$ cat src/bis_pkg.sv
package bis_pkg;
  // Controller clock rate and the timer tick derived from it
  localparam int CLK_HZ  = 25_000_000;
  localparam int TICK_US = 1000;
  localparam int TICK_CYC = (CLK_HZ / 1_000_000) * TICK_US;
  localparam int TICK_W   = 15;

  // Sequence intervals in milliseconds
  localparam int SELF_CHECK_MS = 2000;
  localparam int PREPURGE_MS   = 15000;
  localparam int WARMUP_MS     = 20000;
  localparam int TRIAL_MS      = 6000;
  localparam int IGN_OFF_MS    = 2000;
  localparam int PROVE_MS      = 2000;
  localparam int POSTPURGE_MS  = 30000;
  localparam int FLAME_TAIL_MS = 2000;

  // Same intervals as counts of timer ticks
  localparam int TMR_W = 16;
  localparam logic [TMR_W-1:0] SELF_CHECK_TK = TMR_W'(SELF_CHECK_MS * 1000 / TICK_US);
  localparam logic [TMR_W-1:0] PREPURGE_TK   = TMR_W'(PREPURGE_MS * 1000 / TICK_US);
  localparam logic [TMR_W-1:0] WARMUP_TK     = TMR_W'(WARMUP_MS * 1000 / TICK_US);
  localparam logic [TMR_W-1:0] TRIAL_TK      = TMR_W'(TRIAL_MS * 1000 / TICK_US);
  localparam logic [TMR_W-1:0] IGN_OFF_TK    = TMR_W'(IGN_OFF_MS * 1000 / TICK_US);
  localparam logic [TMR_W-1:0] PROVE_START_TK =
    TMR_W'((TRIAL_MS - PROVE_MS) * 1000 / TICK_US);
  localparam logic [TMR_W-1:0] POSTPURGE_TK  = TMR_W'(POSTPURGE_MS * 1000 / TICK_US);
  localparam logic [TMR_W-1:0] FLAME_TAIL_TK = TMR_W'(FLAME_TAIL_MS * 1000 / TICK_US);

  // Flame lamp brightness levels
  localparam logic [1:0] FLAME_OFF  = 2'h0;
  localparam logic [1:0] FLAME_LOW  = 2'h1;
  localparam logic [1:0] FLAME_FULL = 2'h2;

  typedef enum logic [3:0] {
    S_OFF,
    S_STANDBY,
    S_SELFCHK,
    S_AIRWAIT,
    S_PREPURGE,
    S_WARMUP,
    S_TRIAL,
    S_RUN,
    S_FAIL,
    S_POSTPURGE
  } bis_state_t;
endpackage

$ cat src/bis_sequencer.sv
// Function
// - Idle standby: standby lamp only, others off
// - Heat demand switches circulator on
// - Two second self check, then blower
// - Pre-purge waits for airflow switch closed
// - Airflow proved: purge lamp, 15 s purge
// - Then purge lamp off, igniter 20 s
// - Then gas valve, gas lamp, 6 s trial
// - Igniter and its lamp off after 2 s
// - Flame proving shows flame lamp dim
// - Flame judged only in last 2 s
// - Proven flame drives flame lamp full
// - Demand end: gas, circulator off, 30 s purge
// - After post-purge blower off, back to standby
// - No flame: gas valve and lamp off
module bis_sequencer #(
  parameter int TICK_CYC = bis_pkg::TICK_CYC
) (
  input  wire logic       sys_clk,
  input  wire logic       resetn,
  input  wire logic       heat_demand,
  input  wire logic       air_proved,
  input  wire logic       flame_sense,
  output logic            circ_on,
  output logic            blower_on,
  output logic            igniter_on,
  output logic            gas_valve_on,
  output logic            lamp_standby,
  output logic            lamp_purge,
  output logic            lamp_igniter,
  output logic            lamp_gas,
  output logic [1:0]      lamp_flame
);
  typedef struct packed {
    bis_pkg::bis_state_t     state;
    logic [bis_pkg::TMR_W-1:0] tmr;
    logic                    circ;
    logic                    blower;
    logic                    igniter;
    logic                    gas;
    logic                    l_standby;
    logic                    l_purge;
    logic                    l_igniter;
    logic                    l_gas;
    logic [1:0]              l_flame;
  } bis_st_t;

  bis_st_t st_reg;
  bis_st_t st_next;
  logic    tick;

  // All intervals count ticks of this divider
  bis_tick #(
    .CYC (TICK_CYC)
  ) u_tick (
    .sys_clk (sys_clk),
    .resetn  (resetn),
    .tick    (tick)
  );

  // Timer restarts on every state change; done on the last tick of an interval
  function automatic logic tmr_done(input logic [bis_pkg::TMR_W-1:0] t,
                                    input logic [bis_pkg::TMR_W-1:0] n,
                                    input logic tk);
    tmr_done = tk && (t == n - 1'b1);
  endfunction

  // Sequence and outputs; outputs follow the next state so they align with it
  always_comb
  begin
    st_next = st_reg;
    if (tick)
      st_next.tmr = st_reg.tmr + 1'b1;
    case (st_reg.state)
      bis_pkg::S_OFF:
        st_next.state = bis_pkg::S_STANDBY;
      bis_pkg::S_STANDBY:
        if (heat_demand)
          st_next.state = bis_pkg::S_SELFCHK;
      bis_pkg::S_SELFCHK:
        if (!heat_demand)
          st_next.state = bis_pkg::S_POSTPURGE;
        else if (tmr_done(st_reg.tmr, bis_pkg::SELF_CHECK_TK, tick))
          st_next.state = bis_pkg::S_AIRWAIT;
      bis_pkg::S_AIRWAIT:
        if (!heat_demand)
          st_next.state = bis_pkg::S_POSTPURGE;
        else if (air_proved)
          st_next.state = bis_pkg::S_PREPURGE;
      bis_pkg::S_PREPURGE:
        if (!heat_demand)
          st_next.state = bis_pkg::S_POSTPURGE;
        else if (tmr_done(st_reg.tmr, bis_pkg::PREPURGE_TK, tick))
          st_next.state = bis_pkg::S_WARMUP;
      bis_pkg::S_WARMUP:
        if (!heat_demand)
          st_next.state = bis_pkg::S_POSTPURGE;
        else if (tmr_done(st_reg.tmr, bis_pkg::WARMUP_TK, tick))
          st_next.state = bis_pkg::S_TRIAL;
      bis_pkg::S_TRIAL:
        // Flame before the proving window is ignored: igniter glow can fake it
        if (!heat_demand)
          st_next.state = bis_pkg::S_POSTPURGE;
        else if (flame_sense && st_reg.tmr >= bis_pkg::PROVE_START_TK)
          st_next.state = bis_pkg::S_RUN;
        else if (tmr_done(st_reg.tmr, bis_pkg::TRIAL_TK, tick))
          st_next.state = bis_pkg::S_FAIL;
      bis_pkg::S_RUN:
        if (!heat_demand)
          st_next.state = bis_pkg::S_POSTPURGE;
      bis_pkg::S_FAIL:
        // Lockout holds until the thermostat releases the call
        if (!heat_demand)
          st_next.state = bis_pkg::S_POSTPURGE;
      bis_pkg::S_POSTPURGE:
        if (tmr_done(st_reg.tmr, bis_pkg::POSTPURGE_TK, tick))
          st_next.state = bis_pkg::S_STANDBY;
      default:
        st_next.state = bis_pkg::S_OFF;
    endcase
    if (st_next.state != st_reg.state)
      st_next.tmr = '0;

    // Output decode from the next state
    st_next.circ      = 1'b0;
    st_next.blower    = 1'b0;
    st_next.igniter   = 1'b0;
    st_next.gas       = 1'b0;
    st_next.l_standby = 1'b0;
    st_next.l_purge   = 1'b0;
    st_next.l_igniter = 1'b0;
    st_next.l_gas     = 1'b0;
    st_next.l_flame   = bis_pkg::FLAME_OFF;
    case (st_next.state)
      bis_pkg::S_STANDBY:
        st_next.l_standby = 1'b1;
      bis_pkg::S_SELFCHK:
      begin
        st_next.l_standby = 1'b1;
        st_next.circ      = 1'b1;
      end
      bis_pkg::S_AIRWAIT:
      begin
        st_next.l_standby = 1'b1;
        st_next.circ      = 1'b1;
        st_next.blower    = 1'b1;
      end
      bis_pkg::S_PREPURGE:
      begin
        st_next.l_standby = 1'b1;
        st_next.circ      = 1'b1;
        st_next.blower    = 1'b1;
        st_next.l_purge   = 1'b1;
      end
      bis_pkg::S_WARMUP:
      begin
        st_next.l_standby = 1'b1;
        st_next.circ      = 1'b1;
        st_next.blower    = 1'b1;
        st_next.igniter   = 1'b1;
        st_next.l_igniter = 1'b1;
      end
      bis_pkg::S_TRIAL:
      begin
        st_next.l_standby = 1'b1;
        st_next.circ      = 1'b1;
        st_next.blower    = 1'b1;
        st_next.gas       = 1'b1;
        st_next.l_gas     = 1'b1;
        st_next.igniter   = st_next.tmr < bis_pkg::IGN_OFF_TK;
        st_next.l_igniter = st_next.tmr < bis_pkg::IGN_OFF_TK;
        if (st_next.tmr >= bis_pkg::IGN_OFF_TK)
          st_next.l_flame = bis_pkg::FLAME_LOW;
      end
      bis_pkg::S_RUN:
      begin
        st_next.l_standby = 1'b1;
        st_next.circ      = 1'b1;
        st_next.blower    = 1'b1;
        st_next.gas       = 1'b1;
        st_next.l_gas     = 1'b1;
        st_next.l_flame   = bis_pkg::FLAME_FULL;
      end
      bis_pkg::S_FAIL:
      begin
        st_next.l_standby = 1'b1;
        st_next.circ      = 1'b1; // Gas and gas lamp stay off
      end
      bis_pkg::S_POSTPURGE:
      begin
        st_next.l_standby = 1'b1;
        st_next.blower    = 1'b1;
        st_next.l_purge   = 1'b1;
        // Flame lamp lingers while the gas left in the blower burns off
        if (st_reg.state == bis_pkg::S_RUN ||
            (st_reg.state == bis_pkg::S_POSTPURGE &&
             st_reg.l_flame == bis_pkg::FLAME_FULL &&
             st_next.tmr < bis_pkg::FLAME_TAIL_TK))
          st_next.l_flame = bis_pkg::FLAME_FULL;
      end
      default:
        st_next.l_flame = bis_pkg::FLAME_OFF;
    endcase
  end

  // Reset leaves every output off until standby is entered
  always_ff @(posedge sys_clk or negedge resetn)
  begin
    if (!resetn)
      st_reg <= '0;
    else
      st_reg <= st_next;
  end

  assign circ_on      = st_reg.circ;
  assign blower_on    = st_reg.blower;
  assign igniter_on   = st_reg.igniter;
  assign gas_valve_on = st_reg.gas;
  assign lamp_standby = st_reg.l_standby;
  assign lamp_purge   = st_reg.l_purge;
  assign lamp_igniter = st_reg.l_igniter;
  assign lamp_gas     = st_reg.l_gas;
  assign lamp_flame   = st_reg.l_flame;
endmodule

$ cat src/bis_tick.sv
module bis_tick #(
  parameter int CYC = bis_pkg::TICK_CYC
) (
  input  wire logic sys_clk,
  input  wire logic resetn,
  output logic      tick
);
  typedef struct packed {
    logic [bis_pkg::TICK_W-1:0] cnt;
    logic                       tick;
  } bis_tick_st_t;

  bis_tick_st_t st_reg;
  bis_tick_st_t st_next;

  localparam logic [bis_pkg::TICK_W-1:0] LAST = bis_pkg::TICK_W'(CYC - 1);

  // Free-running divider; one-cycle enable every CYC clocks
  always_comb
  begin
    st_next = st_reg;
    st_next.tick = 1'b0;
    if (st_reg.cnt == LAST)
    begin
      st_next.cnt  = '0;
      st_next.tick = 1'b1;
    end
    else
    begin
      st_next.cnt = st_reg.cnt + 1'b1;
    end
  end

  always_ff @(posedge sys_clk or negedge resetn)
  begin
    if (!resetn)
      st_reg <= '0;
    else
      st_reg <= st_next;
  end

  assign tick = st_reg.tick;
endmodule

$ cat config.mk
export PLATFORM = sky130hd
export DESIGN_NAME = bis_sequencer
export DESIGN_NICKNAME = d
export VERILOG_FILES = /design/src/bis_pkg.sv /design/src/bis_sequencer.sv /design/src/bis_tick.sv
export SDC_FILE = /design/constraint.sdc
export NUM_CORES = 1
export LEC_CHECK = 0
export ABC_CLOCK_PERIOD_IN_PS = 2600
export BUFFER_PORTS_ARGS = -buffer_cell sky130_fd_sc_hd__buf_2
export CORE_UTILIZATION = 35
export DETAILED_ROUTE_END_ITERATION = 6
export RECOVER_POWER = 25
export REMOVE_ABC_BUFFERS = 1
export SETUP_SLACK_MARGIN = 0.3
export SYNTH_ARGS = -nofsm -noshare
export SYNTH_HDL_FRONTEND = slang
export SYNTH_HIERARCHICAL = 1
export SYNTH_SLANG_ARGS = --single-unit
$ cat constraint.sdc
create_clock -name sys_clk -period 2.6 [get_ports sys_clk]
set_clock_uncertainty 0.15 [all_clocks]
set_input_delay 0.13 -clock sys_clk [delete_from_list [all_inputs] [get_ports sys_clk]]
set_output_delay 0.13 -clock sys_clk [all_outputs]
set_load 0.01 [all_outputs]
# Yosys cells after proc, flatten, opt, wreduce, memory -nomap -nowiden
# Index checks and enable logic that the tools add are counted.
# op_classes
n_addsub	2
order_cmp	3
n_mux	28
reduce_logical	16
n_eq_ne	26
# ops
op	count
4-bit 2-to-1 mux	14
4-bit one-hot mux with 9 select lines	1
16-bit by 15-bit == test with 1-bit output (second input constant)	2
4-bit by 3-bit == test with 1-bit output (second input constant)	8
16-bit 2-to-1 mux	2
16-bit by 1-bit adder with 16-bit output (second input constant)	1
16-bit by 11-bit == test with 1-bit output (second input constant)	1
16-bit by 13-bit == test with 1-bit output (second input constant)	1
16-bit by 14-bit == test with 1-bit output (second input constant)	1
4-bit by 2-bit == test with 1-bit output (second input constant)	4
4-bit == test (second input constant)	4
16-bit by 11-bit greater-or-equal comparator with 1-bit output (second input constant)	1
16-bit by 12-bit greater-or-equal comparator with 1-bit output (second input constant)	1
16-bit by 11-bit < comparator with 1-bit output (second input constant)	1
15-bit by 1-bit adder with 15-bit output (second input constant)	1
15-bit == test (second input constant)	1
15-bit 2-to-1 mux	1
9-bit OR reduction	1
4-bit by 1-bit == test with 1-bit output (second input constant)	2
1-bit logical AND	8
1-bit 2-to-1 mux	7
7-bit OR reduction	1
2-bit one-hot mux with 3 select lines	1
2-bit OR reduction	3
7 further kinds	7
# totals
regBits	44
elab_cells	86
out_inout_bits	10

# Depth between registers and ports, before layout
# Gate-level depths: netlist of run 1.
# depth
depth_word	13
ltp_mapped	10

# Modules after synthesis
# Netlist of run 1, hierarchy kept.
# modules_own_cells
module	area_per_inst_um2	n_inst	cells_each	seq_area_each_um2
bis_sequencer	2047.0	1	236	700.7
bis_tick	809.5	1	76	400.4

# Least setup slack after synthesis of run 1
# Ideal clock, no wire load.
# synth_timing
kind	reg-to-reg
startpoint	register st_reg[10] (netlist name)
endpoint	register st_reg, in the netlist lamp_igniter
slack_ns	0.242
n_path_buf	1
setup_time_ns	0.126
stages_incl_launch_ff	10
arrival_ns	2.082
cell_sequence	dfrtp_1 -> ha_1 -> and4_1 -> buf_4 -> and4_1 -> o22ai_1 -> and2_4 -> nor4_4 -> o21ai_4 -> o311a_1
# synth_rtl
element	line_no	rtl
end signal, assigned	bis_sequencer.sv:212	st_reg <= st_next;
end, declared	bis_sequencer.sv:48	bis_st_t st_reg;

==> impl_metrics.py, run 1 <==
metrics = {
    "worst_setup_path": {
        "path_max_fanout": 6,
        "arrival_ns": 2.38,
        "required_ns": 2.63,
        "startpoint_type": "register",
        "cp_common_cell": "o21ai_4",
        "crit_type": "register to register",
        "cp_top_family": "simple AND/OR/NAND/NOR gates",
        "end_kind": "register",
        "critPathSlowestCell": "dfrtp_1",
        "r2r_end": "st_reg[11]",
        "crit_chain": "and2b_2 -> nand4_1 -> or4_4 -> o21ai_4 -> nor4_4 -> o21ai_4 -> buf_6 -> nor2_2",
        "r2r_slack_ns": 0.24,
        "cp_slowest_stage_delay_ns": 0.48,
        "r2r_cells": 8,
        "crit_buf_inv": 1,
        "r2r_start": "st_reg[27]",
    },
    "clock_network": {
        "htreeDepth": 2,
        "cts.sinks": 44,
        "clockBufferDepth": 2,
        "cts.clk_slew.worst_paths_ns": 0.10,
        "cts_tree": "done",
        "cts_buffers": 5,
        "clock_latency_ns": 0.30,
        "cts-root-buf": "clkbuf_8",
    },
    "synthesis": {
        "synth-main-ff-cell": "dfrtp_1",
        "yosysMostFrequentCell": "dfrtp_1",
        "synth_edf_count": 0,
        "yosys-top-cells-area": "dfrtp_1 39%, nor2_1 4.2%, xor2_1 4.0%",
        "syn_area_mm2": 0.002856,
        "synthArstFlopShare": 1.000,
        "synth_cell_type_count": 65,
        "synth_top_area_share": 0.3855,
        "syn_area_per_cell_um2": 9.155,
        "synthCells": 312,
        "yosysSeqAreaShare": 0.3855,
        "yosys_warnings": 6,
        "synth_seq_cells": 44,
        "synth_common_cells": "44 x dfrtp_1, 32 x nor2_1, 19 x nand2_1, 19 x nand3_1, 13 x xor2_1",
        "synth_area_leader_cell": "dfrtp_1",
    },
    "min_path": {
        "min_to": "st_reg[28]",
        "holdPathStages": 4,
        "hold_path.class": "input pin to register",
        "min_from": "air_proved",
    },
    "finish": {
        "largest_reg_flops": 20,
        "ff_latch_area_mm2": 0.001117,
        "multi_input_area_mm2": 0.001748,
        "nFillCells": 771,
        "postLayoutCellArea_mm2": 0.003647,
        "antennaDiodeCount": 0,
        "num-nets-final": 371,
        "drive_above_1_share": 0.3434,
        "syn2layout_area_growth_pct": 27.68,
    },
    "routing": {
        "wl_per_cell_um": 15.84,
        "drt-total-wl_um": 7382,
        "drc": 0,
        "dr.first_iter.drc_count": 142,
        "dr.pass1.iters": 4,
        "ant_nets": 0,
        "dr_total_vias": 2630,
        "viasPerCell": 5.644,
    },
    "grt": {
        "grt-ovfl-total": 0,
        "grt_pass1_wl_um": 11990,
        "grt_pass1_vias": 2484,
        "grt_usage": 0.1736,
        "grt_max_degree": 45,
        "grt_antenna_before_repair": 0,
    },
    "timing": {
        "max_freq_mhz": 424.6,
        "setup_tns_ns": 0,
        "setup-violations-final": 0,
        "min_period_ns": 2.355,
        "whs_ns": 0.2141,
        "slew_headroom": 0.2710,
        "finalMaxSlewViolations": 0,
        "worst_pin_slew_ns": 1.093,
        "setup_ws_ns": 0.2447,
        "finalCritPeriodShare": 0.9059,
        "rsz0062_at_grt": "yes",
        "hold_violations": 0,
    },
    "floorplanning": {
        "core_mm2": 0.007807,
        "rows": 32,
        "start_util": 0.3659,
        "ioPinCount": 15,
        "die_area_mm2": 0.008527,
        "die_w_um": 92.34,
        "die_y_um": 92.34,
    },
    "power_and_ir_drop": {
        "total_leakage_power_nw": 1.456,
        "ir_worst_vdd_uv": 285.6,
        "p_per_area_mw_per_mm2": 683.7,
        "total_power_w": 0.002493,
    },
    "run_status": {
        "outcome": "complete, no violations",
    },
    "placement": {
        "place_area_mm2": 0.003027,
        "hpwl_um": 4594,
        "detailedPlace.worstSlack_ns": 0.1008,
        "io_buffers": 14,
        "place_congestion": 0.8490,
    },
    "run": {
        "max-cap-violations": 0,
    },
}
-- layer usage --
metal,up-vias,global-route usage,share of wire
met2,65,0.2833,0.49
li1,1240,-,-
met3,16,0.02627,0.037
met1,1309,0.2423,0.46
met4,0,0.03906,0.014
met5,-,0,0
-- cells by family after synthesis --
kind of cell             synth area share
XOR/XNOR                          0.07359
adder cells (fa/ha/maj)           0.01314
AO/OA/AOI/OAI                      0.1498
AND/OR/NAND/NOR                    0.3027
flip-flops                         0.3855
multiplexers                      0.01051
buffers and inverters             0.06482
-- final cells by class --
type	instances	share of cell area
sequential	44	0.3063
timing repair buffer	70	0.1379
clock inverter	3	0.01166
inverter	10	0.01098
clock buffer	5	0.01887
multi-input combinational	232	0.4792
tap	102	0.03499
-- cells in the final DEF (no fill, tap or decap), drive strengths merged, types with 5 or more instances in the layout --
cell type  instances
nand3             19
o21ai             15
nand2b             5
and4               6
nor2              32
nor4              12
a21oi             13
xnor2             11
dfrtp             44
nor3              10
nand2             19
nand4             10
inv               10
clkbuf            17
xor2              13
buf               56
-- worst max path at each step --
stage                    start            to  slack, ns  cells after the start
finish              st_reg[27]    st_reg[11]       0.24                      8
floorplan           st_reg[26]  lamp_igniter       0.14                      7
detailed placement  st_reg[27]    st_reg[11]       0.10                      8
global placement    st_reg[10]  lamp_igniter       0.08                      8
global route        st_reg[27]    st_reg[11]       0.17                      8
CTS                 st_reg[27]    st_reg[11]       0.30                      8
-- power by group --
part	leakage (nW)	switching (W)	internal, W
registers	0.564	0.0000519	0.000741
logic	0.838	0.000631	0.000533
clock network	0.0541	0.000252	0.000285
-- per-stage QoR --
stage	utilization	cells
after floorplan	-	286
after global placement	0.3877	418
after detailed placement	0.3877	418
after CTS	0.4314	447
after global routing	0.4671	466
final	0.4671	466
-- tightest hold or removal path: stages --
cell      delay (ns)
buf_2           0.11
a31oi_1         0.17
a311oi_1        0.07
buf_4           0.16
-- timing repair --
| action | CTS | global route |
|---|---|---|
| pin swaps | 9 | 24 |
| gates resized for setup | 21 | 47 |
| hold buffers | 2 | 0 |
| gates cloned | 0 | 1 |
| endpoints found under the setup margin | 22 | 22 |
| buffers inserted | 19 | 18 |
| hold endpoints to repair | 45 | 0 |
(Power assumes the default switching activity.)
==> run 2: changes to the inputs <==
==> constraint.sdc (replaced) <==
create_clock -name sys_clk -period 2.6 [get_ports sys_clk]
set_clock_uncertainty 0.15 [all_clocks]
set_input_delay 0.26 -clock sys_clk [delete_from_list [all_inputs] [get_ports sys_clk]]
set_output_delay 0.26 -clock sys_clk [all_outputs]
set_load 0.01 [all_outputs]
==> impl_metrics.py, run 2 (synthesis results as in run 1) <==
metrics = {
    "floorplanning": {
        "core_mm2": 0.007807,
        "die_y_um": 92.34,
        "ioPinCount": 15,
        "rows": 32,
        "start_util": 0.3659,
        "die_w_um": 92.34,
        "die_area_mm2": 0.008527,
    },
    "worst_setup_path": {
        "path_max_fanout": 9,
        "cp_common_cell": "o21ai_4",
        "required_ns": 2.63,
        "r2r_cells": 8,
        "startpoint_type": "register",
        "r2r_slack_ns": 0.23,
        "r2r_end": "st_reg[11]",
        "arrival_ns": 2.39,
        "end_kind": "register",
        "r2r_start": "st_reg[14]",
        "critPathSlowestCell": "dfrtp_2",
        "crit_type": "register to register",
        "crit_chain": "nor3b_1 -> nand4b_1 -> buf_4 -> o21ai_4 -> nor4_4 -> o21ai_4 -> buf_6 -> nor2_2",
        "cp_slowest_stage_delay_ns": 0.48,
    },
    "placement": {
        "place_inst": 418,
        "place_congestion": 0.8490,
        "hpwl_um": 4594,
        "io_buffers": 14,
    },
    "routing": {
        "dr.pass1.iters": 5,
        "viasPerCell": 5.636,
        "drc": 0,
        "dr_total_vias": 2615,
        "wl_per_cell_um": 15.90,
        "ant_nets": 0,
        "drt-total-wl_um": 7379,
        "dr.first_iter.drc_count": 135,
    },
    "finish": {
        "multi_input_area_mm2": 0.001754,
        "final_core_util": 0.4671,
        "ff_latch_area_mm2": 0.001119,
        "num-nets-final": 369,
        "final_common_cell": "buf_4",
        "antennaDiodeCount": 0,
        "nFillCells": 770,
        "drive_above_1_share": 0.3785,
        "largest_reg_flops": 20,
        "instances_no_fill": 464,
        "syn2layout_area_growth_pct": 27.68,
        "final_cell_mix": "47 x buf_4, 30 x dfrtp_1, 19 x nor2_1, 18 x nand2_1, 18 x nand3_1",
    },
    "clock_network": {
        "clock_latency_ns": 0.30,
        "clockBufferDepth": 2,
        "hold_buffers": 0,
        "cts.clk_slew.worst_paths_ns": 0.10,
        "cts_buffers": 5,
        "cts-root-buf": "clkbuf_8",
        "htreeDepth": 2,
        "cts.sinks": 44,
        "cts_tree": "done",
    },
    "timing": {
        "rsz0062_at_grt": "yes",
        "setup_tns_ns": 0,
        "min_period_ns": 2.367,
        "finalMaxSlewViolations": 0,
        "max_freq_mhz": 422.5,
        "slew_headroom": 0.2593,
        "setup-violations-final": 0,
        "worst_pin_slew_ns": 1.111,
        "finalCritPeriodShare": 0.9104,
        "hold_violations": 0,
    },
    "grt": {
        "grt-ovfl-total": 0,
        "grt_usage": 0.1731,
        "grt_busiest_layer": "met2",
        "met1_usage": 0.2434,
        "grt_pass1_wl_um": 11950,
        "gr-usage-met2": 0.2815,
        "grt_antenna_before_repair": 0,
        "grt_max_degree": 45,
        "grt_pass1_vias": 2463,
        "grtUsageMet3": 0.02627,
    },
    "min_path": {
        "hold_path.class": "input pin to asynchronous set/reset pin",
    },
    "run_status": {
        "outcome": "complete, no violations",
    },
    "power_and_ir_drop": {
        "total_leakage_power_nw": 1.485,
        "ir_worst_vdd_uv": 285.5,
        "p_per_area_mw_per_mm2": 685.4,
    },
    "run": {
        "max-cap-violations": 0,
    },
}
[run 2: changes by cell type in the layout (fill, tap and decap cells not counted), sizes merged]
cell	change
buf	+10
clkbuf	-10
dlygate4sd3	-2
[run 2: layout make-up]
cell class | count | area share
clock buffer | 5 | 0.01887
clock inverter | 3 | 0.01166
inverter | 10 | 0.01098
multi-input combinational | 232 | 0.4810
sequential | 44 | 0.3067
tap | 102 | 0.03499
timing repair buffer | 68 | 0.1358
[run 2: through the flow]
| step | setup WS (ns) | power, W | hold WS, ns | cell area (µm²) |
|---|---|---|---|---|
| 2_1_floorplan | 0.1351 | 0.001301 | -0.1856 | 2709 |
| 3_3_place_gp | 0.08478 | 0.001561 | 0.3243 | 3027 |
| 3_5_place_dp | 0.1008 | 0.001576 | 0.3392 | 3027 |
| 4_1_cts | 0.2955 | 0.002308 | 0.007379 | 3348 |
| 5_1_grt | 0.2036 | 0.002634 | 0.09876 | 3647 |
| 6_report | 0.2329 | 0.002500 | 0.005256 | 3647 |
[run 2: worst max-delay path by stage]
stage,startpoint,end,slack (ns)
after global routing,st_reg[11],lamp_igniter,0.20
after global placement,st_reg[10],lamp_igniter,0.08
after detailed placement,st_reg[27],st_reg[11],0.10
after floorplan,st_reg[26],lamp_igniter,0.14
final,st_reg[14],st_reg[11],0.23
after CTS,st_reg[27],st_reg[11],0.30
[run 2: worst max-delay path: cells and delay by family (launching register included)]
kind | cells | cell delay (ns)
compound gates | 2 | 0.55
buf+inv | 2 | 0.39
simple gates | 4 | 0.69
flops | 1 | 0.48
[run 2: report_power, final]
part	total, W	leakage, nW	internal (W)	switching [W]
Sequential	0.000793	0.562	0.000742	0.0000503
Clock	0.000536	0.0541	0.000285	0.000251
Combinational	0.00117	0.868	0.000539	0.000632
[run 2: layer usage]
layer,share of wire,vias up
li1,-,1236
met1,0.46,1291
met2,0.48,72
met3,0.041,16
met4,0.015,0
met5,0,-
[run 2: repair_timing]
item | 4_1_cts | 5_1_grt
setup endpoints to repair | 22 | 22
setup buffers | 19 | 18
resized for setup | 21 | 47
endpoints found under the hold margin | 0 | 0
pin swaps | 9 | 24
gates cloned | 0 | 1
==> run 3: changes to the inputs <==
--- a/config.mk
+++ b/config.mk
@@ -6,9 +6,10 @@
 export NUM_CORES = 1
 export LEC_CHECK = 0
 export ABC_CLOCK_PERIOD_IN_PS = 2600
-export BUFFER_PORTS_ARGS = -buffer_cell sky130_fd_sc_hd__buf_2
-export CORE_UTILIZATION = 35
+export CORE_UTILIZATION = 64
 export DETAILED_ROUTE_END_ITERATION = 6
+export DONT_BUFFER_PORTS = 1
+export PLACE_DENSITY = 0.8
 export RECOVER_POWER = 25
 export REMOVE_ABC_BUFFERS = 1
 export SETUP_SLACK_MARGIN = 0.3
==> impl_metrics.py, run 3 (synthesis results as in run 1) <==
metrics = {
    "grt": {
        "grt_usage": 0.3156,
        "grt_antenna_before_repair": 0,
        "grt_pass1_wl_um": 10910,
        "grt-ovfl-total": 0,
        "grt_max_degree": 45,
        "grt_pass1_vias": 2307,
    },
    "timing": {
        "hold_violations": 0,
        "rsz0062_at_grt": "yes",
        "worst_pin_slew_ns": 1.107,
        "setup-violations-final": 0,
        "max_freq_mhz": 409.3,
        "slew_headroom": 0.2620,
        "finalMaxSlewViolations": 0,
        "min_period_ns": 2.443,
        "finalCritPeriodShare": 0.9396,
        "setup_tns_ns": 0,
    },
    "floorplanning": {
        "die_y_um": 68.81,
        "rows": 23,
        "die_area_mm2": 0.004734,
        "die_w_um": 68.81,
        "core_mm2": 0.004144,
        "ioPinCount": 15,
        "start_util": 0.6893,
    },
    "clock_network": {
        "cts_tree": "done",
        "cts-root-buf": "clkbuf_8",
        "cts.clk_slew.worst_paths_ns": 0.10,
        "clockBufferDepth": 2,
        "clock_latency_ns": 0.31,
        "cts_buffers": 5,
        "cts.sinks": 44,
        "htreeDepth": 2,
    },
    "routing": {
        "dr.first_iter.drc_count": 519,
        "drc": 0,
        "dr.pass1.iters": 6,
        "ant_nets": 0,
        "dr_total_vias": 2892,
        "wl_per_cell_um": 22.30,
        "drt-total-wl_um": 8829,
        "viasPerCell": 7.303,
    },
    "placement": {
        "io_buffers": 0,
        "place_congestion": 0.8972,
        "hpwl_um": 4478,
        "place_inst": 348,
    },
    "worst_setup_path": {
        "required_ns": 2.63,
        "startpoint_type": "register",
        "r2r_slack_ns": 0.16,
        "crit_type": "register to register",
        "path_max_fanout": 8,
        "end_kind": "register",
        "arrival_ns": 2.47,
    },
    "power_and_ir_drop": {
        "swShare": 0.3966,
        "total_leakage_power_nw": 1.452,
        "p_int_w": 0.001586,
        "p_comb_frac": 0.469,
        "power_frac_seq": 0.309,
        "clockPowerShare": 0.222,
        "total_power_w": 0.002628,
        "p_sw_w": 0.001042,
        "ir_worst_vdd_uv": 495.2,
        "p_per_area_mw_per_mm2": 733.5,
    },
    "finish": {
        "drive_above_1_share": 0.3497,
        "final_common_cell": "buf_4",
        "nFillCells": 186,
        "num-nets-final": 353,
        "syn2layout_area_growth_pct": 25.41,
        "multi_input_area_mm2": 0.001789,
        "ff_latch_area_mm2": 0.001119,
        "antennaDiodeCount": 0,
        "largest_reg_flops": 20,
        "final_cell_mix": "40 x buf_4, 30 x dfrtp_1, 19 x nand2_1, 18 x nor2_1, 18 x nand3_1",
        "instances_no_fill": 396,
    },
    "min_path": {
        "hold_path.class": "input pin to register",
    },
    "run_status": {
        "outcome": "complete, no violations",
    },
    "run": {
        "max-cap-violations": 0,
    },
}
[run 3: cell types whose count changed in the layout (fill, tap and decap cells not counted), sizes merged]
cell,previous run,this run
clkbuf,7,8
dlymetal6s2s,0,1
buf,66,47
clkinvlp,1,0
dlygate4sd3,0,2
[run 3: critical path, stage by stage, from the launching register on]
cell and delay [ns]:
dfrtp_2 0.48, and4bb_1 0.38, and4_4 0.25, o22ai_1 0.07, and2_4 0.17, o21a_1 0.22, o21ai_4 0.32, buf_12 0.21
nor2_2 0.06
[run 3: layout make-up]
class                           count  share of cell area
Inverter                           10             0.01118
Tap cell                           50             0.01746
Clock buffer                        6             0.02305
Sequential cell                    44              0.3123
Timing Repair Buffer               52              0.1257
Clock inverter                      2             0.01083
Multi-Input combinational cell    232              0.4995
[run 3: timing repair]
item,in CTS,in global routing
gates cloned,0,1
resized for setup,19,60
pin swaps,7,30
setup buffers,13,23
hold buffers,3,0
setup endpoints to repair,22,22
endpoints found under the hold margin,45,0
[run 3: final timing paths]
check / cells after the start / endpoint / startpoint
max reg2reg: 8 / st_reg[16] / st_reg[22]
max: 8 / st_reg[16] / st_reg[22]
min: 1 / st_reg[27] / heat_demand
min in group asynchronous: 2 / st_reg[23] / resetn
min reg2reg: 1 / u_tick/st_reg[1] / u_tick/st_reg[1]
max in group asynchronous: 2 / st_reg[13] / resetn
[run 3: power by group through the flow]
stage / Clock [W] / Combinational (W) / Sequential [W]
finish: 0.000582 / 0.00123 / 0.000813
global route: 0.000610 / 0.00127 / 0.000817
CTS: 0.000581 / 0.000818 / 0.000808
detailed placement: 0 / 0.000694 / 0.000823
global placement: 0 / 0.000683 / 0.000819
floorplan: 0 / 0.000462 / 0.000839
[run 3: per-layer routing]
metal  vias up  share of wire  GRT usage
met1      1408           0.39     0.4144
met4         0          0.043     0.1199
met2       228           0.48     0.5086
met3        53          0.092    0.07072
li1       1203              -          -
met5         -              0          0
[run 3: per-stage QoR]
stage          instance area, µm²  utilization  hold slack [ns]  setup WS, ns
6_report                     3582       0.8644          0.02534        0.1570
2_1_floorplan                2709            -          -0.1856        0.1351
3_3_place_gp                 2861       0.6905          -0.1846        0.1749
5_1_grt                      3582       0.8644          0.01523        0.1259
4_1_cts                      3184       0.7684          0.03749        0.2856
3_5_place_dp                 2861       0.6905          -0.1846        0.1270
